<file path="src/pkg/iiac_cfg.svh">
`ifndef IIAC_CFG_SVH
`define IIAC_CFG_SVH

// Register indices on the model-register request port
`define IIAC_OFS_ACCESS_CTL   32'h0000_004e
`define IIAC_OFS_INV_NUMBER   32'h0000_004f
`define IIAC_OFS_PLAT_INFO    32'h0000_00ce

// Access control fields
`define IIAC_CTL_LOCK_BIT     0
`define IIAC_CTL_ENABLE_BIT   1
`define IIAC_CTL_RESET        2'h0
`define IIAC_CTL_READ_OPEN    2'h2

// Platform capability info fields
`define IIAC_INFO_RATIO_LSB   8
`define IIAC_INFO_RATIO_MSB   15
`define IIAC_INFO_CAP_BIT     23
`define IIAC_INFO_TURBO_BIT   28

// Settle count, reached two edges after reset release; fuse values are trusted from the third edge
`define IIAC_FUSE_SETTLE      2'h2

`endif

</file>
<file path="src/pkg/iiac_pkg.sv">
package iiac_pkg;

    // Access state is the pair {read enable, access_bit_a}
    typedef enum logic [1:0] {
        IIAC_OPEN_CLOSED = 2'b00,
        IIAC_LOCK_CLOSED = 2'b01,
        IIAC_OPEN_READ   = 2'b10,
        IIAC_LOCK_READ   = 2'b11
    } iiac_state_t;

endpackage

</file>
<file path="src/design/iiac_fuse_latch.sv">
`timescale 1ns/1ps
`default_nettype none
`include "iiac_cfg.svh"

module iiac_fuse_latch
#(
    parameter int WIDTH = 74
)
(
    input  wire logic             core_clk,
    input  wire logic             nrst,
    input  wire logic [WIDTH-1:0] fuse_in,
    output logic      [WIDTH-1:0] fuse_val,
    output logic                  fuse_valid
);

    if (WIDTH < 1)
    begin : g_chk
        $error("iiac_fuse_latch: WIDTH must be at least 1");
    end

    logic [WIDTH-1:0] sync1_r;
    logic [WIDTH-1:0] sync2_r;
    logic [WIDTH-1:0] val_r;
    logic [WIDTH-1:0] val_nxt;
    logic [1:0]       cnt_r;
    logic [1:0]       cnt_nxt;
    logic             valid_r;
    logic             valid_nxt;

    // Fuse values are caught once, after the synchroniser has settled
    always_comb
    begin
        val_nxt   = val_r;
        cnt_nxt   = cnt_r;
        valid_nxt = valid_r;
        if (!valid_r)
        begin
            if (cnt_r == `IIAC_FUSE_SETTLE)
            begin
                val_nxt   = sync2_r;
                valid_nxt = 1'b1;
            end
            else
            begin
                cnt_nxt = cnt_r + 2'h1;
            end
        end
    end

    always_ff @(posedge core_clk or negedge nrst)
    begin
        if (!nrst)
        begin
            sync1_r <= '0;
            sync2_r <= '0;
            val_r   <= '0;
            cnt_r   <= 2'h0;
            valid_r <= 1'b0;
        end
        else
        begin
            sync1_r <= fuse_in;
            sync2_r <= sync1_r;
            val_r   <= val_nxt;
            cnt_r   <= cnt_nxt;
            valid_r <= valid_nxt;
        end
    end

    assign fuse_val   = val_r;
    assign fuse_valid = valid_r;

endmodule // iiac_fuse_latch
`default_nettype wire

</file>
<file path="src/design/iiac_top.sv">
// Functional notes
// RULE1: Access_bit_a set blocks further control writes
// RULE2: Access_bit_a may set only while enable clear
// RULE3: Both control bits reset to zero
// RULE4: Enable set allows inventory number read; code allows it only at 10b and faults the read at 11b
// RULE5: Access_bit_a write with enable set faults; code faults only while access_bit_a clear, ignores it at 11b
// RULE6: Inventory read with enable clear faults
// RULE7: Inventory number is read-only, unique 64-bit
// RULE8: Inventory access only when control equals 10b
// RULE9: Info bits 15:8 give non-turbo ratio
// RULE10: Info bit 23 reports inventory capability
// RULE11: No capability: both inventory registers fault
// RULE12: Info bit 28 reports programmable turbo limits
// RULE13: Agent should write 01b after reading
// RULE14: Firmware should ask user before enabling
// RULE15: Reserved bits read zero, writes ignored
`timescale 1ns/1ps
`default_nettype none
`include "iiac_cfg.svh"

module iiac_top
    import iiac_pkg::*;
(
    input  wire logic        core_clk,
    input  wire logic        nrst,
    input  wire logic        msr_req,
    input  wire logic        msr_wr,
    input  wire logic [31:0] msr_addr,
    input  wire logic [63:0] msr_wdata,
    input  wire logic [63:0] fuse_inventory_number,
    input  wire logic [7:0]  fuse_non_turbo_ratio,
    input  wire logic        fuse_inventory_capable,
    input  wire logic        fuse_turbo_prog,
    output logic             msr_ready,
    output logic             msr_ack,
    output logic             general_protection_fault,
    output logic             msr_miss,
    output logic [63:0]      msr_rdata,
    output logic             inventory_read_enable,
    output logic             access_bit_a
);

    localparam int FUSE_W = 74;

    logic [FUSE_W-1:0] fuse_val;
    logic              fuse_valid;
    logic [63:0]       inventory_number;
    logic [7:0]        ratio;
    logic              cap;
    logic              turbo;

    // Inventory number and capabilities are fixed per package
    iiac_fuse_latch #(
        .WIDTH      (FUSE_W)
    ) u_fuse (
        .core_clk   (core_clk),
        .nrst       (nrst),
        .fuse_in    ({fuse_turbo_prog, fuse_inventory_capable,
                      fuse_non_turbo_ratio, fuse_inventory_number}),
        .fuse_val   (fuse_val),
        .fuse_valid (fuse_valid)
    );

    assign inventory_number = fuse_val[63:0];                  // [RULE7]
    assign ratio            = fuse_val[71:64];
    assign cap              = fuse_val[72];
    assign turbo            = fuse_val[73];

    iiac_state_t state_r;
    iiac_state_t state_nxt;
    logic        ack_r;
    logic        ack_nxt;
    logic        fault_r;
    logic        fault_nxt;
    logic        miss_r;
    logic        miss_nxt;
    logic [63:0] rdata_r;
    logic [63:0] rdata_nxt;
    logic        ready_r;
    logic        take;
    logic        hit_ctl;
    logic        hit_num;
    logic        hit_info;
    logic        lock_now;
    logic        en_now;
    logic [63:0] info_word;
    logic [63:0] ctl_word;

    assign take     = msr_req && fuse_valid && !ack_r;
    assign hit_ctl  = (msr_addr == `IIAC_OFS_ACCESS_CTL);
    assign hit_num  = (msr_addr == `IIAC_OFS_INV_NUMBER);
    assign hit_info = (msr_addr == `IIAC_OFS_PLAT_INFO);
    assign lock_now = state_r[`IIAC_CTL_LOCK_BIT];
    assign en_now   = state_r[`IIAC_CTL_ENABLE_BIT];

    // Reserved fields read as zero
    always_comb
    begin
        info_word = 64'(ratio) << `IIAC_INFO_RATIO_LSB; // [RULE9] [RULE15]
        info_word[`IIAC_INFO_CAP_BIT]   = cap;                 // [RULE10]
        info_word[`IIAC_INFO_TURBO_BIT] = turbo;               // [RULE12]
        ctl_word = {62'h0, state_r};                           // [RULE15]
    end

    always_comb
    begin
        state_nxt = state_r;
        ack_nxt   = 1'b0;
        fault_nxt = fault_r;
        miss_nxt  = miss_r;
        rdata_nxt = rdata_r;
        if (take)
        begin
            ack_nxt   = 1'b1;
            fault_nxt = 1'b0;
            miss_nxt  = 1'b0;
            rdata_nxt = 64'h0;
            if ((hit_ctl || hit_num) && !cap)
            begin
                fault_nxt = 1'b1;                              // [RULE11]
            end
            else if (hit_ctl && msr_wr)
            begin
                if (lock_now)
                begin
                    state_nxt = state_r;                       // [RULE1]
                end
                else if (msr_wdata[`IIAC_CTL_LOCK_BIT] && en_now)
                begin
                    fault_nxt = 1'b1;                      // [RULE2] [RULE5]
                end
                else
                begin
                    state_nxt = iiac_state_t'(msr_wdata[1:0]); // [RULE15]
                end
            end
            else if (hit_ctl)
            begin
                rdata_nxt = ctl_word;
            end
            else if (hit_num && !msr_wr
                     && state_r == `IIAC_CTL_READ_OPEN)
            begin
                rdata_nxt = inventory_number;              // [RULE4] [RULE8]
            end
            else if (hit_num)
            begin
                fault_nxt = 1'b1;                          // [RULE6] [RULE7]
            end
            else if (hit_info)
            begin
                if (msr_wr)
                begin
                    fault_nxt = 1'b1;
                end
                else
                begin
                    rdata_nxt = info_word;
                end
            end
            else
            begin
                miss_nxt = 1'b1;
            end
        end
    end

    always_ff @(posedge core_clk or negedge nrst)
    begin
        if (!nrst)
        begin
            state_r <= IIAC_OPEN_CLOSED;                       // [RULE3]
            ack_r   <= 1'b0;
            fault_r <= 1'b0;
            miss_r  <= 1'b0;
            rdata_r <= 64'h0;
            ready_r <= 1'b0;
        end
        else
        begin
            state_r <= state_nxt;
            ack_r   <= ack_nxt;
            fault_r <= fault_nxt;
            miss_r  <= miss_nxt;
            rdata_r <= rdata_nxt;
            ready_r <= fuse_valid;
        end
    end

    assign msr_ready                = ready_r;
    assign msr_ack                  = ack_r;
    assign general_protection_fault = fault_r;
    assign msr_miss                 = miss_r;
    assign msr_rdata                = rdata_r;
    assign inventory_read_enable    = state_r[`IIAC_CTL_ENABLE_BIT];
    assign access_bit_a             = state_r[`IIAC_CTL_LOCK_BIT];
endmodule // iiac_top
`default_nettype wire

</file>
<file path="config.mk">
export PLATFORM = sky130hd
export DESIGN_NAME = iiac_top
export DESIGN_NICKNAME = d
export VERILOG_FILES = /design/src/pkg/iiac_pkg.sv /design/src/design/iiac_fuse_latch.sv /design/src/design/iiac_top.sv
export VERILOG_INCLUDE_DIRS = /design/src /design/src/pkg
export SDC_FILE = /design/constraint.sdc
export NUM_CORES = 1
export LEC_CHECK = 0
export BUFFER_PORTS_ARGS = -buffer_cell sky130_fd_sc_hd__buf_4
export CORE_ASPECT_RATIO = 1.2
export CORE_MARGIN = 8
export CORE_UTILIZATION = 47
export CTS_CLUSTER_DIAMETER = 60
export DETAILED_ROUTE_END_ITERATION = 7
export PLACE_DENSITY_LB_ADDON = 0.2
export SYNTH_ARGS = -nofsm -noshare
export SYNTH_HDL_FRONTEND = slang
export SYNTH_SLANG_ARGS = --single-unit
</file>
<file path="constraint.sdc">
create_clock -name core_clk -period 1.7 [get_ports core_clk]
set_input_delay 0.085 -clock core_clk [delete_from_list [all_inputs] [get_ports core_clk]]
set_output_delay 0.085 -clock core_clk [all_outputs]
set_load 0.1 [all_outputs]
</file>
==> metrics.yaml <==
timing.final.ws_setup_ps: -134
power.static_leakage_nw: 6.38
netlist_instances: 647
detailedRoute.firstIterationViolations: 278
run_status: "finished with violations"
timing.fmax_mhz: 545
post_route_cells_drive_above_1_share_pct: 41.4
design.core.area_um2: 20200
final-setup-viol-count: 54
grt_pass1_wl_mm: 35.5
synth.distinct_cells: 39
detailed_router_iteration_count_before_antenna_repair: 4
grt_antenna_before_repair: 0
vdd.ir_drop.worst_uv: 809
route.detailed.vias_per_inst: 4.89
p_per_area_nw_per_um2: 1060
area.sequential_um2: 7390
start_util_pct: 47.8
worstPathRequired_ps: 2150
slowest_cell_delay_on_critical_path_ps: 480
hpwlAfterDp_mm: 13.2
synth_warnings: 0
gr-usage-met3_pct: 4.13
finalSetupTns_ps: -5820
grt.busiest_layer: "met2"
cts.reportedPaths.clkPinSlew_ps: 60
layout_common_cells: "sky130_fd_sc_hd__dfrtp_1, sky130_fd_sc_hd__buf_4, sky130_fd_sc_hd__nand2_1"
io_buffer_count: 181
timing.critical_path.cells: "nor4bb_4 > nand3b_1 > nor4_4 > buf_6 > buf_12 > nand3_1 > nand2_1"
finalCoreUtilization_pct: 67.5
placed_cell_area_um2: 11700
instances_no_fill: 1219
synth_area_um2: 9640
clk_path_buf_depth: 3
cts.htree.levels: 1
grt_remaining_overflow: 0
final_nets: 1108
syn_nets: 822
grtUsageMet2_pct: 29.6
finalHoldViolCount: 0
ys_ff_latch: 295
cts_num_sinks: 295
worst_hold_path_type: "in2reg"
clock_latency_ps: 520
cts_made_buffers: 28
first_global_vias: 6659
routed_wirelength_mm: 21.7
layout.cell_area.non_filler_um2: 13600
detailroute.via_count: 5964
cap_violations: 0
slew_viol_final: 0
worst-path-max-fanout: 13
die_w_um: 147
row_count: 57
synth.yosys.seq_area_share_pct: 76.6
gr-usage-met1_pct: 21.5
path_delay_family: "simple AND/OR/NAND/NOR gates"
violations_in_the_final_reports: "setup timing"
grt_usage_pct: 17.3
post-place-cells: 1082
min_period_ps: 1830
critPathKind: "reg2reg"
critical_path.slowest_cell: "sky130_fd_sc_hd__dfrtp_4"
final_antenna_net_count: 0
timing_worst_slew_pin_value_ps: 507
timing.critical_path.from_type: "register"
wl_per_cell_um: 17.8
antenna_cells: 0
route.detailed.drc: 0
rsz0062_at_grt: "yes"
multiInputGateArea_um2: 2370
crit_arrival_ps: 2290
finalCritPeriodShare_pct: 108
die_area_um2: 25400
synthToLayoutAreaGrowth_pct: 41.3
grt_max_degree: 68
ios: 244
die_h_um: 173
clock_tree.root_cell: "sky130_fd_sc_hd__clkbuf_16"
max-slew-margin-rel_pct: 66.2
post_route_clock_skew_ps: 13.4
most_common_library_cell_in_the_layout_ignoring_fill_and_taps: "sky130_fd_sc_hd__dfrtp_1"
final.fill_count: 1381
syn_avg_cell_area_um2: 14.9
routability_congestion_estimate_from_global_placement: 0.844
dpl_worst_slack_ps: -223
cp_num_buf_inv: 2
tritoncts: "yes"
crit_path_end_kind: "register"
-- sequential cells by signal (all words and copies together), names as in the netlist, 2 cells and up --
name	cells
u_fuse.fuse_val	74
state_r	2
u_fuse.sync1_r	74
u_fuse.cnt_r	2
msr_rdata	64
u_fuse.sync2_r	74
-- synthesized netlist by cell type --
| master | count | share of area [%] |
|---|---|---|
| sky130_fd_sc_hd__o31ai_1 | 2 | 0.16 |
| sky130_fd_sc_hd__nand3_1 | 52 | 2.7 |
| sky130_fd_sc_hd__or4_4 | 1 | 0.12 |
| sky130_fd_sc_hd__clkbuf_1 | 24 | 0.93 |
| sky130_fd_sc_hd__nor2_1 | 4 | 0.16 |
| sky130_fd_sc_hd__or2_2 | 2 | 0.13 |
| sky130_fd_sc_hd__nor3_1 | 2 | 0.10 |
| sky130_fd_sc_hd__o2bb2ai_1 | 1 | 0.091 |
| sky130_fd_sc_hd__buf_6 | 2 | 0.23 |
| sky130_fd_sc_hd__nor4_2 | 2 | 0.26 |
| sky130_fd_sc_hd__nand3b_1 | 1 | 0.078 |
| sky130_fd_sc_hd__o31a_1 | 1 | 0.091 |
| sky130_fd_sc_hd__xnor2_1 | 1 | 0.091 |
| sky130_fd_sc_hd__bufbuf_16 | 1 | 0.34 |
| sky130_fd_sc_hd__o21ai_0 | 2 | 0.10 |
| sky130_fd_sc_hd__nand4b_1 | 1 | 0.091 |
| sky130_fd_sc_hd__inv_1 | 2 | 0.078 |
| sky130_fd_sc_hd__nand2_1 | 124 | 4.8 |
| sky130_fd_sc_hd__a21oi_1 | 3 | 0.16 |
| sky130_fd_sc_hd__inv_2 | 1 | 0.039 |
| sky130_fd_sc_hd__or4_1 | 1 | 0.078 |
| sky130_fd_sc_hd__ha_1 | 1 | 0.13 |
| sky130_fd_sc_hd__dfrtp_1 | 295 | 77 |
| sky130_fd_sc_hd__a211oi_1 | 1 | 0.078 |
| sky130_fd_sc_hd__a22o_1 | 1 | 0.091 |
| sky130_fd_sc_hd__a22oi_1 | 10 | 0.78 |
| sky130_fd_sc_hd__mux2i_1 | 1 | 0.10 |
| sky130_fd_sc_hd__mux2_2 | 74 | 8.6 |
| sky130_fd_sc_hd__a31o_2 | 1 | 0.091 |
| sky130_fd_sc_hd__or4b_1 | 1 | 0.10 |
| sky130_fd_sc_hd__nor4_1 | 6 | 0.39 |
| sky130_fd_sc_hd__nor2b_1 | 2 | 0.13 |
| sky130_fd_sc_hd__or2_1 | 1 | 0.065 |
| sky130_fd_sc_hd__o31ai_2 | 10 | 1.3 |
| sky130_fd_sc_hd__or3_1 | 1 | 0.065 |
| sky130_fd_sc_hd__nand2b_1 | 2 | 0.13 |
| sky130_fd_sc_hd__buf_1 | 7 | 0.27 |
| sky130_fd_sc_hd__nor4bb_1 | 1 | 0.10 |
| sky130_fd_sc_hd__nand4_1 | 2 | 0.13 |
-- worst min-delay path, delay by kind of cell --
kind                   cells  cell delay, ps
AOI/OAI and AO/OA          1             110
buffers and inverters      1              70
and+or+nand+nor            2             270
-- area by class of cell --
cell class                 count  area share, %
clock buffer                  42           6.05
sequential                   295           54.2
tap                          265           2.43
inverter                       3         0.0826
clock inverter                 9          0.946
multi-input combinational    315           17.4
timing repair buffer         290           18.9
-- routing by layer --
metal / share of wire [%] / up-vias
met3: 6.6 / 36
met2: 51 / 187
met5: 0 / -
li1: - / 2742
met4: 1.9 / 0
met1: 41 / 2999
-- power by group --
group	total (W)	internal, W	switching [W]
combinational	0.000795	0.000415	0.000380
sequential	0.00740	0.00729	0.000105
clock	0.00626	0.00380	0.00246
-- worst paths after layout --
kind	startpoint	to	cells past startpoint	slack, ps
setup / recovery	state_r[0]$_DFFE_PN0P_	msr_rdata[20]$_DFFE_PN0P_	7	-130
hold / removal	msr_addr[4]	msr_miss$_DFFE_PN0P_	4	60
setup reg to reg	state_r[0]$_DFFE_PN0P_	msr_rdata[20]$_DFFE_PN0P_	7	-130
hold reg to reg	u_fuse.sync1_r[37]$_DFF_PN0_	u_fuse.sync2_r[37]$_DFF_PN0_	0	350
max in group asynchronous	nrst	msr_rdata[50]$_DFFE_PN0P_	3	870
min in group asynchronous	nrst	u_fuse.sync1_r[13]$_DFF_PN0_	2	100
-- timing repair --
item / CTS / global route
hold buffers: 80 / 0
gates cloned: 3 / 1
pin swaps: 5 / 18
setup buffers: 2 / 0
hold endpoints to repair: 375 / 0
setup endpoints to repair: 54 / 55
resized for setup: 6 / 14
-- kinds of logic (layout without fill, tap and decap cells) --
family          Yosys count  in the layout  share of synthesized area [%]
flops                   295            295                           76.6
simple gates            206            206                           9.65
mux                      75             75                           8.75
buf+inv                  37            344                           1.89
compound gates           32             32                           2.93
fa+ha+maj                 1              1                          0.130
xor+xnor                  1              1                         0.0908
-- metrics by stage --
stage | hold WS [ps] | power [W]
after global placement | 48.8 | 0.00814
final | 58.4 | 0.0145
after global routing | 72.5 | 0.0150
after detailed placement | 56.5 | 0.00818
after CTS | 39.2 | 0.0147
after floorplan | -211 | 0.00770
Note: power is estimated with default switching activity, not from simulation.
